File: src/pkg/bstp_map.svh
// Purpose: constants of the boundary-scan test port
// Assumes: 3-bit instructions, 32-bit identification code
// Notes: identification value is arbitrary
`ifndef BSTP_MAP_SVH
`define BSTP_MAP_SVH
`define BSTP_IR_W 3
`define BSTP_OP_EXTEST 3'h0
`define BSTP_OP_IDREAD 3'h1
`define BSTP_OP_HIZSAMPLE 3'h2
`define BSTP_OP_SAMPLE 3'h4
`define BSTP_OP_BYPASS 3'h7
`define BSTP_IR_CAPTURE 3'h1
`define BSTP_ID_W 32
`define BSTP_ID_VALUE 32'h1234_5671
`define BSTP_BSR_W 8
`define BSTP_FIFO_DEPTH 8
`endif

File: src/pkg/bstp_pkg.sv
// Purpose: types of the boundary-scan test port
// Assumes: none
// Notes: sixteen-state controller
package bstp_pkg;
  typedef enum logic [3:0] {
    ST_RESET, ST_IDLE, ST_SEL_DR, ST_CAP_DR, ST_SHIFT_DR, ST_EXIT1_DR,
    ST_PAUSE_DR, ST_EXIT2_DR, ST_UPD_DR, ST_SEL_IR, ST_CAP_IR,
    ST_SHIFT_IR, ST_EXIT1_IR, ST_PAUSE_IR, ST_EXIT2_IR, ST_UPD_IR
  } bstp_state_type;
  typedef struct packed {
    logic tck;
    logic tms;
    logic tdi;
  } bstp_pins_type;
  typedef struct packed {
    logic [2:0] tck_s;
    logic [2:0] tms_s;
    logic [2:0] tdi_s;
    logic tck_lvl;
    bstp_state_type st;
    logic [2:0] ir;
    logic [2:0] ir_act;
    logic [2:0] ir_sh;
    logic byp;
    logic [31:0] id;
    logic [7:0] bsr;
    logic [7:0] bsr_upd;
    logic sdo_bit;
    logic tdo;
    logic tdo_oe;
    logic hiz;
  } bstp_core_type;
  typedef struct packed {
    logic [2:0] wr_ptr;
    logic [2:0] rd_ptr;
    logic [3:0] cnt;
  } bstp_fifo_type;
endpackage : bstp_pkg

File: src/bstp_top.sv
// Purpose: boundary-scan test port sampled on the system clock
// Assumes: test clock far slower than clk (200 ns vs 25 ns)
// Notes: serial output bits also stream into a small buffer
`timescale 1ns/1ps
`include "bstp_map.svh"

module bstp_fifo
  import bstp_pkg::*;
#(
  parameter int WIDTH = 1,
  parameter int DEPTH = `BSTP_FIFO_DEPTH
)(
  input wire logic clk, // system clock
  input wire logic rstn, // async reset, low
  input wire logic [WIDTH-1:0] in_data, // write data
  input wire logic in_valid, // write request
  output logic in_ready, // room available
  output logic [WIDTH-1:0] out_data, // head word
  output logic out_valid, // head present
  input wire logic out_ready // drain accepts
);
  logic [WIDTH-1:0] mem_q [DEPTH];
  bstp_fifo_type s_q, s_d;
  logic wr, rd;
  assign in_ready = (s_q.cnt != 4'(DEPTH));
  assign out_valid = (s_q.cnt != 4'h0);
  assign out_data = mem_q[s_q.rd_ptr];
  assign wr = in_valid && in_ready;
  assign rd = out_valid && out_ready;
  always_comb
  begin
    s_d = s_q;
    if (wr)
      s_d.wr_ptr = 3'(s_q.wr_ptr + 3'h1);
    if (rd)
      s_d.rd_ptr = 3'(s_q.rd_ptr + 3'h1);
    s_d.cnt = 4'(s_q.cnt + {3'h0, wr} - {3'h0, rd});
  end
  always_ff @(posedge clk or negedge rstn)
  begin
    if (!rstn)
      s_q <= '0;
    else
      s_q <= s_d;
  end
  always_ff @(posedge clk)
  begin
    if (wr)
      mem_q[s_q.wr_ptr] <= in_data;
  end
endmodule : bstp_fifo

////////////////////////////////////////////////////////////////////////////
module bstp_top
  import bstp_pkg::*;
#(
  parameter int BSR_W = `BSTP_BSR_W,
  parameter logic [31:0] ID_CODE = `BSTP_ID_VALUE // arbitrary value
)(
  input wire logic clk, // system clock
  input wire logic rstn, // async reset, low (power-up)
  input wire bstp_pins_type pins, // test clock, mode, data in
  input wire logic [BSR_W-1:0] pin_levels, // levels on pins, 1 if no pin
  output logic tdo, // serial data out
  output logic tdo_oe, // serial out enable
  output logic mem_out_hiz, // forces memory drivers off
  output logic [BSR_W-1:0] bsr_drive, // extest drive values
  output logic extest_on, // extest drive active
  output logic stream_bit, // captured shift-out bit
  output logic stream_valid, // stream bit present
  input wire logic stream_ready // stream drain accepts
);
  bstp_core_type s_q, s_d;
  logic [BSR_W-1:0] bsr_q, bsr_d, bsr_upd_q, bsr_upd_d;
  logic rise, fall, tms_v, tdi_v, fifo_in_ready, push;

  function automatic bstp_state_type next_st(bstp_state_type s, logic m);
    unique case (s)
      ST_RESET: next_st = m ? ST_RESET : ST_IDLE;
      ST_IDLE: next_st = m ? ST_SEL_DR : ST_IDLE;
      ST_SEL_DR: next_st = m ? ST_SEL_IR : ST_CAP_DR;
      ST_CAP_DR: next_st = m ? ST_EXIT1_DR : ST_SHIFT_DR;
      ST_SHIFT_DR: next_st = m ? ST_EXIT1_DR : ST_SHIFT_DR;
      ST_EXIT1_DR: next_st = m ? ST_UPD_DR : ST_PAUSE_DR;
      ST_PAUSE_DR: next_st = m ? ST_EXIT2_DR : ST_PAUSE_DR;
      ST_EXIT2_DR: next_st = m ? ST_UPD_DR : ST_SHIFT_DR;
      ST_UPD_DR: next_st = m ? ST_SEL_DR : ST_IDLE;
      ST_SEL_IR: next_st = m ? ST_RESET : ST_CAP_IR;
      ST_CAP_IR: next_st = m ? ST_EXIT1_IR : ST_SHIFT_IR;
      ST_SHIFT_IR: next_st = m ? ST_EXIT1_IR : ST_SHIFT_IR;
      ST_EXIT1_IR: next_st = m ? ST_UPD_IR : ST_PAUSE_IR;
      ST_PAUSE_IR: next_st = m ? ST_EXIT2_IR : ST_PAUSE_IR;
      ST_EXIT2_IR: next_st = m ? ST_UPD_IR : ST_SHIFT_IR;
      ST_UPD_IR: next_st = m ? ST_SEL_DR : ST_IDLE;
    endcase
  endfunction : next_st

  function automatic logic is_bsr_op(logic [2:0] op);
    is_bsr_op = (op == `BSTP_OP_EXTEST) || (op == `BSTP_OP_SAMPLE) ||
      (op == `BSTP_OP_HIZSAMPLE);
  endfunction : is_bsr_op

  // test clock level accepted when second and third stage agree
  assign rise = (s_q.tck_s[1] == s_q.tck_s[2]) && s_q.tck_s[2] && !s_q.tck_lvl;
  assign fall = (s_q.tck_s[1] == s_q.tck_s[2]) && !s_q.tck_s[2] && s_q.tck_lvl;
  // glitch on mode or data only between stages is tolerated by slow clock
  assign tms_v = s_q.tms_s[2];
  assign tdi_v = s_q.tdi_s[2];
  // push follows the shift state, not the old enable, so bit 0 is kept
  assign push = fall && fifo_in_ready &&
    ((s_q.st == ST_SHIFT_DR) || (s_q.st == ST_SHIFT_IR));

  always_comb
  begin
    s_d = s_q;
    bsr_d = bsr_q;
    bsr_upd_d = bsr_upd_q;
    s_d.tck_s = {s_q.tck_s[1:0], pins.tck};
    s_d.tms_s = {s_q.tms_s[1:0], pins.tms};
    s_d.tdi_s = {s_q.tdi_s[1:0], pins.tdi};
    if (s_q.tck_s[1] == s_q.tck_s[2])
      s_d.tck_lvl = s_q.tck_s[2];
    // no edges, no state change: port stays quiet
    if (rise)
    begin
      s_d.st = next_st(s_q.st, tms_v);
      unique case (s_q.st)
        ST_RESET:
        begin
          s_d.ir = `BSTP_OP_IDREAD;
          s_d.ir_act = `BSTP_OP_IDREAD;
        end
        ST_CAP_IR: s_d.ir_sh = `BSTP_IR_CAPTURE;
        ST_SHIFT_IR: s_d.ir_sh = {tdi_v, s_q.ir_sh[2:1]};
        ST_UPD_IR: s_d.ir = s_q.ir_sh;
        ST_CAP_DR:
        begin
          if (s_q.ir_act == `BSTP_OP_IDREAD)
            s_d.id = ID_CODE;
          else if (is_bsr_op(s_q.ir_act))
            bsr_d = pin_levels;
          else
            s_d.byp = 1'b0;
        end
        ST_SHIFT_DR:
        begin
          if (s_q.ir_act == `BSTP_OP_IDREAD)
            s_d.id = {tdi_v, s_q.id[31:1]};
          else if (is_bsr_op(s_q.ir_act))
            bsr_d = {tdi_v, bsr_q[BSR_W-1:1]};
          else
            s_d.byp = tdi_v;
        end
        ST_UPD_DR:
        begin
          if (is_bsr_op(s_q.ir_act))
            bsr_upd_d = bsr_q;
        end
        default:
        begin
        end
      endcase
      // new instruction acts from idle or the data column on
      if (s_d.st == ST_IDLE || s_d.st == ST_SEL_DR)
        s_d.ir_act = (s_q.st == ST_UPD_IR) ? s_q.ir_sh : s_d.ir;
      if (s_d.st == ST_RESET)
      begin
        s_d.ir = `BSTP_OP_IDREAD;
        s_d.ir_act = `BSTP_OP_IDREAD;
      end
    end
    if (fall)
    begin
      s_d.tdo_oe = (s_q.st == ST_SHIFT_DR) || (s_q.st == ST_SHIFT_IR);
      if (s_q.st == ST_SHIFT_IR)
        s_d.tdo = s_q.ir_sh[0];
      else if (s_q.ir_act == `BSTP_OP_IDREAD)
        s_d.tdo = s_q.id[0];
      else if (is_bsr_op(s_q.ir_act))
        s_d.tdo = bsr_q[0];
      else
        s_d.tdo = s_q.byp;
      s_d.sdo_bit = s_d.tdo;
      s_d.hiz = (s_q.ir_act == `BSTP_OP_HIZSAMPLE);
    end
  end

  always_ff @(posedge clk or negedge rstn)
  begin
    if (!rstn)
    begin
      s_q <= '0;
      s_q.tck_s <= 3'h0;
      s_q.tms_s <= 3'h7;
      s_q.tdi_s <= 3'h7;
      s_q.st <= ST_RESET;
      s_q.ir <= `BSTP_OP_IDREAD;
      s_q.ir_act <= `BSTP_OP_IDREAD;
      s_q.ir_sh <= `BSTP_IR_CAPTURE;
      bsr_q <= '0;
      bsr_upd_q <= '0;
    end
    else
    begin
      s_q <= s_d;
      bsr_q <= bsr_d;
      bsr_upd_q <= bsr_upd_d;
    end
  end

  assign tdo = s_q.tdo;
  assign tdo_oe = s_q.tdo_oe;
  assign mem_out_hiz = s_q.hiz;
  assign bsr_drive = bsr_upd_q;

  logic ext_q;
  always_ff @(posedge clk or negedge rstn)
  begin
    if (!rstn)
      ext_q <= 1'b0;
    else if (fall)
      ext_q <= (s_q.ir_act == `BSTP_OP_EXTEST);
  end
  assign extest_on = ext_q;

  // stream drops bits when full; the tester clock cannot be stalled
  bstp_fifo #(.WIDTH(1), .DEPTH(`BSTP_FIFO_DEPTH)) u_fifo (
    .clk(clk),
    .rstn(rstn),
    .in_data(s_d.sdo_bit),
    .in_valid(push),
    .in_ready(fifo_in_ready),
    .out_data(stream_bit),
    .out_valid(stream_valid),
    .out_ready(stream_ready)
  );
endmodule : bstp_top

File: config.mk
export PLATFORM = sky130hd
export DESIGN_NAME = bstp_top
export DESIGN_NICKNAME = d
export VERILOG_FILES = /design/src/pkg/bstp_pkg.sv /design/src/bstp_top.sv
export VERILOG_INCLUDE_DIRS = /design/src /design/src/pkg
export SDC_FILE = /design/constraint.sdc
export NUM_CORES = 1
export LEC_CHECK = 0
export ABC_AREA = 1
export ABC_CLOCK_PERIOD_IN_PS = 3500
export BUFFER_PORTS_ARGS = -buffer_cell sky130_fd_sc_hd__buf_4
export CAP_MARGIN = 0
export CELL_PAD_IN_SITES_DETAIL_PLACEMENT = 1
export CELL_PAD_IN_SITES_GLOBAL_PLACEMENT = 2
export CORE_ASPECT_RATIO = 0.9
export CORE_MARGIN = 3
export CORE_UTILIZATION = 32
export CTS_CLUSTER_SIZE = 24
export DETAILED_ROUTE_END_ITERATION = 8
export PLACE_DENSITY = 0.76
export SLEW_MARGIN = 20
export SYNTH_ARGS = -nofsm -noshare
export SYNTH_HDL_FRONTEND = slang
export SYNTH_HIERARCHICAL = 1
export SYNTH_SLANG_ARGS = --single-unit
File: constraint.sdc
create_clock -name clk -period 3.5 [get_ports clk]
set_input_delay 0.35 -clock clk [delete_from_list [all_inputs] [get_ports clk]]
set_output_delay 0.35 -clock clk [all_outputs]
set_load 0.1 [all_outputs]
**Word level (Yosys, flattened, before mapping)**

Memories as Yosys holds them, arrays and structs flattened.
Cells that the tools add are included.

- Register bits after elaboration: 87
- Memory bits (writable): 8
- Input port bits: 14
- Output and inout port bits: 14
- Word-level logic and storage cells: 123
- Memories kept: 1

- Add/sub/neg operators: 4
- Equal/unequal tests: 30
- Muxes and demuxes: 38
- Reduce and logical (&&, ||, !) cells: 30

Memories:

| name | words | bits a word | read ports | clocked after Yosys merged registers in | write ports | line | RTL |
|---|---|---|---|---|---|---|---|
| u_fifo.mem_q | 8 | 1 | 1 | 0 | 1 | bstp_top.sv:22 | `logic [WIDTH-1:0] mem_q [DEPTH];` |

Operator list:

| operator | count |
|---|---|
| 33-bit case mux with 2 select lines | 1 |
| 32-bit two-way mux | 2 |
| 4-bit case mux with 12 select lines | 1 |
| 4-bit == test (second input constant) | 8 |
| 8-bit two-way mux | 4 |
| 4-bit two-way mux | 6 |
| 4-bit by 3-bit == test with 1-bit output (second input constant) | 4 |
| 2-bit != test (second input constant) | 8 |
| 8-bit case mux with 2 select lines | 1 |
| 3-bit two-way mux | 5 |
| 4-bit by 2-bit == test with 1-bit output (second input constant) | 3 |
| 1-bit two-way mux | 12 |
| 3-bit case mux with 2 select lines | 2 |
| 6-bit AND reduction | 2 |
| 4-bit by 1-bit == test with 1-bit output (second input constant) | 2 |
| 1-bit logical AND | 8 |
| 4-bit zero test | 2 |
| 3-bit by 1-bit adder with 3-bit output (second input constant) | 2 |
| 2-bit two-way mux | 3 |
| 6-bit two-way mux | 1 |
| 4-bit by 1-bit adder with 4-bit output | 1 |
| 1-bit logical OR | 4 |
| 4-bit != test (second input constant) | 1 |
| 2-bit AND reduction | 2 |
| other kinds (14) | 17 |

**Depth between registers and ports, before layout**

Gate-level depths: netlist (run 1).

- Depth in word-level cells: 8
- Depth in mapped cells: 14

**By module**

Netlist (run 1), hierarchy kept.

Modules (own cells, without submodules):

| module | instances | cells an instance | area each (sq um) | seq. area each (sq um) |
|---|---|---|---|---|
| bstp_top | 1 | 407 | 3425.8 | 1938.1 |
| bstp_fifo | 1 | 101 | 978.4 | 490.5 |

**Worst setup path after synthesis (run 1)**

No wires, ideal clock.

- Path kind: flip-flop to flip-flop
- Start: reg s_q[62] (netlist bit)
- End: reg u_fifo/s_q[2] (netlist bit)
- Arrival time: 2.415 ns
- Required time: 3.377 ns
- Setup slack: 0.962 ns
- Cell stages (with the launch flop): 14
- Period minus slack after synthesis: 2.538 ns
- Path through: dfrtp_1 -> buf_2 -> nor2_2 -> nand2_4 -> clkinv_1 -> o21ai_0 -> nor2_1 -> nand2_4 -> buf_6 -> ha_1 -> inv_1 -> ha_1 -> fa_1 -> xor2_1

RTL lines:

| what | line | RTL |
|---|---|---|
| start, declared | bstp_top.sv:73 | `bstp_core_type s_q, s_d;` |
| end signal, assigned | bstp_top.sv:42 | `s_q <= '0;` |
| end signal, assigned | bstp_top.sv:44 | `s_q <= s_d;` |
| end, declared | bstp_top.sv:23 | `bstp_fifo_type s_q, s_d;` |

==> results.json, run 1 <==
{
  "min_to": "s_d[71]",
  "vias": 3370,
  "p_clk_frac": 0.262,
  "grt_usage": 0.144,
  "num_rows": 40,
  "synth_seq_cells": 95,
  "swShare": 0.401,
  "cts_resized": 0,
  "synthToLayoutAreaGrowth_pct": 15.5,
  "portBuffers": 27,
  "crit_path_top_delay_cell": "dfrtp_1",
  "htree_levels": 3,
  "fin_crit_ps": 2700,
  "syn_area_per_cell_um2": 8.67,
  "yosysTopAreaCell": "dfrtp_1",
  "vias_per_cell": 4.75,
  "clk_latency_ps": 340,
  "grt_pass1_wl_um": 17400,
  "worstHoldPathCells": 1,
  "cts_setup_buffers": 0,
  "reg2reg_depth": 11,
  "setup_violations": 0,
  "rsz0062_at_grt": "no",
  "cp-start-kind": "flip-flop",
  "cp_data_required_time_ps": 3710,
  "drv_cap": 0,
  "worst_slack_ps": 802,
  "ant_nets": 0,
  "p_leak_nw": 2.47,
  "seqCellArea_mm2": 0.00243,
  "antenna_found_initial": 0,
  "synth_nets": 533,
  "die_area_mm2": 0.0152,
  "rr_startpoint": "s_q[62]",
  "overflow": 0,
  "fin_skew_ps": 8.47,
  "avgRoutedWirePerCell_um": 13.8,
  "ioPinCount": 28,
  "cts_root_buf": "clkbuf_16",
  "pwr-share-seq": 0.383,
  "drc": 0,
  "tightest_slew_ps": 926,
  "core_mm2": 0.0134,
  "die_h_um": 117,
  "grt_max_degree": 72,
  "gp_congestion": 0.858,
  "nFillCells": 1582,
  "synthArstFlopShare": 0.916,
  "cts.sinks": 95,
  "r2r_slack_ps": 800,
  "pre_cts_ws_ps": 806,
  "syn_area_mm2": 0.00440,
  "hold_start": "pins[1]",
  "cts-hold-fix-buffers": 0,
  "syn_inst": 508,
  "critPathKind": "reg -> reg",
  "crit_chain": "nor2_2 > nand2_4 > clkinv_1 > o21ai_0 > nor2_1 > nand2_4 > ha_1 > inv_1 > ha_1 > fa_1 > xor2_1",
  "max-vdd-ir-drop_mv": 0.330,
  "worstReg2RegEnd": "u_fifo/s_q[2]",
  "period_share": 0.771,
  "clockBufferDepth": 2,
  "ys_top_cells_by_count": "nand2_1, dfrtp_1, inv_1",
  "synth-seq-area-share": 0.551,
  "yosysMostFrequentCell": "nand2_1",
  "finalNonFillerCells": 709,
  "multiInputGateArea_mm2": 0.00166,
  "p_int_mw": 2.35,
  "synth.top_cell.area_share": 0.443,
  "max_stage_delay_ps": 480,
  "yosysUniqueCellTypes": 36,
  "synth_ff_type": "dfrtp_1",
  "hp-class": "in -> reg",
  "clk_pin_slew_ps": 60,
  "cts_tree": "yes",
  "worstPathArrival_ps": 2910,
  "drtIter0Drc": 181,
  "final.setup.tns_ps": 0,
  "wirelength_um": 9820,
  "yosys_warnings": 6,
  "final_max_slew_viol_count": 0,
  "timing.fmax_mhz": 371,
  "dp.cells": 693,
  "status": "finished, final reports clean",
  "layout.nets": 561,
  "powerDensity_mw_per_mm2": 772,
  "worst_setup_path_end_kind": "flip-flop",
  "hpwl_um": 7080,
  "start_util": 0.328,
  "crit_fanout": 16,
  "synth.area.top_cells": "dfrtp_1, nand2_1, o21ai_0",
  "die-width_um": 130,
  "power_frac_comb": 0.355,
  "drive_gt1_frac": 0.144,
  "net-switching-power_mw": 1.57,
  "hold_violations": 0,
  "numCtsBuffers": 9,
  "antenna_cells": 0,
  "grt_pass1_vias": 3537,
  "synth_edf_count": 8,
  "drt_first_pass_iters": 4,
  "relSlewSlack": 0.383
}
-- placed cells by master (no fill, tap or decap), drive strengths merged, types with 4 or more instances in the layout --
cell type  Yosys  routed
a21oi          6       6
nand3         26      26
nor3          10      10
inv           60      61
clkbuf         7      12
dfstp          9       9
ha            10      10
nand2        152     152
dfrtp         78      78
buf            9      33
xor2           4       4
nor2          38      38
o211ai         7       7
o21ai         70      70
edfxtp         8       8
-- per-layer routing --
layer	global-route usage	routed length, um
met3	0.0377	265
met5	0	0
met2	0.230	4490
met1	0.195	4930
met4	0.0381	128
-- area by class of cell --
class,instances,share of cell area
Sequential cell,95,0.477
Multi-Input combinational cell,336,0.326
Timing Repair Buffer,33,0.0487
Clock buffer,12,0.0465
Inverter,61,0.0455
Tap cell,168,0.0413
Clock inverter,4,0.0140
-- flip-flops by register name (all words and copies together) (netlist names) --
name          cells
bsr_drive         8
bsr_q             8
extest_on         1
mem_out_hiz       1
s_d               6
s_q              51
tdo               1
tdo_oe            1
u_fifo/mem_q      8
u_fifo/s_q       10
-- how the worst max path moves through the flow --
| stage | start | endpoint | slack (ps) | depth (start not counted) |
|---|---|---|---|---|
| 6_report | s_q[62] | u_fifo/s_q[2] | 800 | 11 |
| 5_1_grt | s_q[62] | u_fifo/s_q[2] | 550 | 11 |
| 4_1_cts | s_q[62] | u_fifo/s_q[2] | 780 | 11 |
| 3_5_place_dp | s_q[62] | u_fifo/s_q[2] | 810 | 11 |
| 3_3_place_gp | s_q[62] | u_fifo/s_q[2] | 890 | 11 |
| 2_1_floorplan | s_q[62] | u_fifo/s_q[2] | 960 | 13 |
-- through the flow --
stage	hold WS [ps]	power, mW	cell area (um^2)	utilization
after floorplan	54.4	2.57	4400	-
after global placement	347	2.90	4780	0.356
after detailed placement	347	2.94	4780	0.356
after CTS	99.8	3.99	5090	0.379
after global routing	96.4	4.24	5090	0.379
final	117	3.93	5090	0.379
-- critical path: cells and delay by family (launching register included) --
kind / cells / cell delay [ps]
adders and majority gates: 3 / 870
and+or+nand+nor: 4 / 810
DFF: 1 / 480
xor gates and xnor gates: 1 / 150
buffers and inverters: 2 / 130
AOI/OAI and AO/OA: 1 / 120
-- power by group through the flow --
stage	Clock, mW	Combinational [mW]	Sequential, mW
floorplan	0	0.860	1.71
global placement	0	1.38	1.51
detailed placement	0	1.41	1.53
CTS	1.06	1.42	1.51
global route	1.11	1.59	1.54
finish	1.03	1.39	1.50
-- kinds of logic after synthesis --
logic type,share of synthesized area
adders and majority gates,0.0330
AOI/OAI and AO/OA,0.111
buffers and inverters,0.0716
xor gates and xnor gates,0.0119
and+or+nand+nor,0.221
DFF,0.551
(Power assumes the default switching activity.)
==> run 2: changes to the inputs <==
ABC_AREA = 0   (was 1)
ABC_CLOCK_PERIOD_IN_PS = 2600   (was 3500)
PLACE_DENSITY = 0.72   (was 0.76)
clock period = 2.6 ns   (was 3.5 ns; I/O delays follow)
==> results.json, run 2 <==
{
  "antenna_cells": 0,
  "final.setup.tns_ps": 0,
  "cp_data_required_time_ps": 2820,
  "synthToLayoutAreaGrowth_pct": 14.8,
  "hold_violations": 0,
  "worstPathArrival_ps": 2650,
  "largest_reg_flops": 51,
  "start_util": 0.332,
  "worst_setup_path_end_kind": "flip-flop",
  "htree_levels": 3,
  "placed_cell_area_mm2": 0.00485,
  "synth_edf_count": 8,
  "powerDensity_mw_per_mm2": 1050,
  "critPathKind": "reg -> reg",
  "synth.area.top_cells": "dfrtp_1, nand2_1, edfxtp_1",
  "regMostFlops": "s_q",
  "die-width_um": 131,
  "tightest_slew_ps": 764,
  "gp_congestion": 0.722,
  "yosys_warnings": 6,
  "fin_skew_ps": 6.67,
  "rsz0062_at_grt": "no",
  "crit_chain": "inv_1 > ha_1 > or3b_1 > nand3_1 > a21oi_2 > nand2_4 > ha_1 > inv_1 > ha_1 > fa_1 > xor2_1",
  "grt_usage": 0.133,
  "cp-start-kind": "flip-flop",
  "ioPinCount": 28,
  "hpwl_um": 6510,
  "synth-seq-area-share": 0.541,
  "relSlewSlack": 0.491,
  "portBuffers": 27,
  "yosysMostFrequentCell": "dfrtp_1",
  "grt_max_degree": 54,
  "yosysTopAreaCell": "dfrtp_1",
  "largest_registers": "s_q x51, u_fifo/s_q x10",
  "synth_ff_type": "dfrtp_1",
  "die_h_um": 118,
  "crit_fanout": 4,
  "cts.sinks": 95,
  "drc": 0,
  "cts_root_buf": "clkbuf_16",
  "period_share": 0.932,
  "syn_area_per_cell_um2": 10.7,
  "synthArstFlopShare": 0.916,
  "syn_area_mm2": 0.00449,
  "setup_violations": 0,
  "clk_latency_ps": 340,
  "crit_path_top_delay_cell": "fa_1",
  "drv_cap": 0,
  "layout.nets": 468,
  "path_common_cell": "ha_1",
  "layout_commonest_cell": "dfrtp_1",
  "final_cell_mix": "dfrtp_1, nand2_1, o21ai_1",
  "grt_pass1_vias": 3251,
  "final_area_mm2": 0.00515,
  "synth_seq_cells": 95,
  "grt_pass1_wl_um": 16500,
  "drtIter0Drc": 174,
  "pre_cts_ws_ps": 191,
  "ys_top_cells_by_count": "dfrtp_1, nand2_1, o21ai_1",
  "r2r_slack_ps": 180,
  "hp-class": "in -> reg",
  "synth.top_cell.area_share": 0.435,
  "cts_tree": "yes",
  "avgRoutedWirePerCell_um": 15.3,
  "drive_gt1_frac": 0.190,
  "synth_nets": 443,
  "worst_slack_ps": 176,
  "clk_pin_slew_ps": 60,
  "vias_per_cell": 5.03,
  "final_max_slew_viol_count": 0,
  "antenna_found_initial": 0,
  "status": "finished, final reports clean",
  "num_rows": 40,
  "yosysUniqueCellTypes": 67,
  "syn_inst": 418,
  "fin_crit_ps": 2420,
  "core_mm2": 0.0135,
  "clockBufferDepth": 2,
  "drt_first_pass_iters": 4,
  "numCtsBuffers": 9,
  "ant_nets": 0,
  "p_leak_nw": 2.28,
  "max-vdd-ir-drop_mv": 0.499,
  "wirelength_um": 9450,
  "overflow": 0,
  "die_area_mm2": 0.0155,
  "vias": 3096,
  "max_stage_delay_ps": 380,
  "timing.fmax_mhz": 413
}
-- run 2: cell types whose count changed after synthesis, sizes merged, moves of 5 or more --
cell    change
nand2b      +6
o21ai      -15
clkbuf      -5
nand2      -77
mux2i       +7
a21o        +6
a21oi       +5
mux2       +14
buf        +14
nor2       -13
inv        -45
nor3        -6
nand3      -17
-- run 2: cells by family after synthesis --
group	share of synthesized area
and+or+nand+nor	0.159
AOI/OAI and AO/OA	0.138
DFF	0.541
buffers and inverters	0.0502
muxes	0.0633
adders and majority gates	0.0323
xor gates and xnor gates	0.0156
-- run 2: path summary, 6_finish.rpt --
path / startpoint / to / cells after the start
setup / recovery: u_fifo/s_q[2] / u_fifo/s_q[2] / 11
hold / removal: pins[1] / s_d[71] / 1
setup reg to reg: u_fifo/s_q[2] / u_fifo/s_q[2] / 11
hold reg to reg: s_d[74] / s_d[75] / 0
max in group asynchronous: rstn / bsr_q[6] / 3
min in group asynchronous: rstn / u_fifo/s_q[5] / 2
-- run 2: layer usage --
| metal | global-route usage | routed length [um] | vias to the layer above |
|---|---|---|---|
| met5 | 0 | 0 | - |
| li1 | - | - | 1506 |
| met3 | 0.0393 | 358 | 13 |
| met1 | 0.191 | 4820 | 1530 |
| met4 | 0.0386 | 119 | 0 |
| met2 | 0.194 | 4150 | 47 |
-- run 2: per-stage QoR --
step	total power, mW	std cells	hold WS, ps	util
floorplan	3.68	418	-35.6	-
global placement	4.07	599	340	0.359
detailed placement	4.15	599	343	0.359
CTS	5.48	616	4.85	0.381
global route	5.78	616	2.12	0.381
finish	5.40	616	21.2	0.381
-- run 2: report_power, final --
part / switching [mW] / internal [mW] / total, mW
Sequential: 0.224 / 1.83 / 2.05
Combinational: 1.38 / 0.674 / 2.05
Clock: 0.556 / 0.737 / 1.29
-- run 2: worst max-delay path, delay by kind of cell, from the launching register on --
| kind | cells | cell delay [ps] |
|---|---|---|
| adders and majority gates | 4 | 1080 |
| and+or+nand+nor | 3 | 390 |
| xor gates and xnor gates | 1 | 150 |
| DFF | 1 | 340 |
| buffers and inverters | 2 | 120 |
| AOI/OAI and AO/OA | 1 | 240 |
-- run 2: area by class of cell --
cell class / count / area [um^2]
Fill cell: 1497 / 8360
Sequential cell: 95 / 2430
Multi-Input combinational cell: 283 / 1850
Timing Repair Buffer: 39 / 320
Clock buffer: 9 / 225
Tap cell: 168 / 210
Clock inverter: 7 / 63.8
Inverter: 15 / 56.3
-- run 2: timing repair --
item,CTS,global route
hold endpoints to repair,8,0
resized for setup,0,0
hold buffers,1,0
setup buffers,0,0
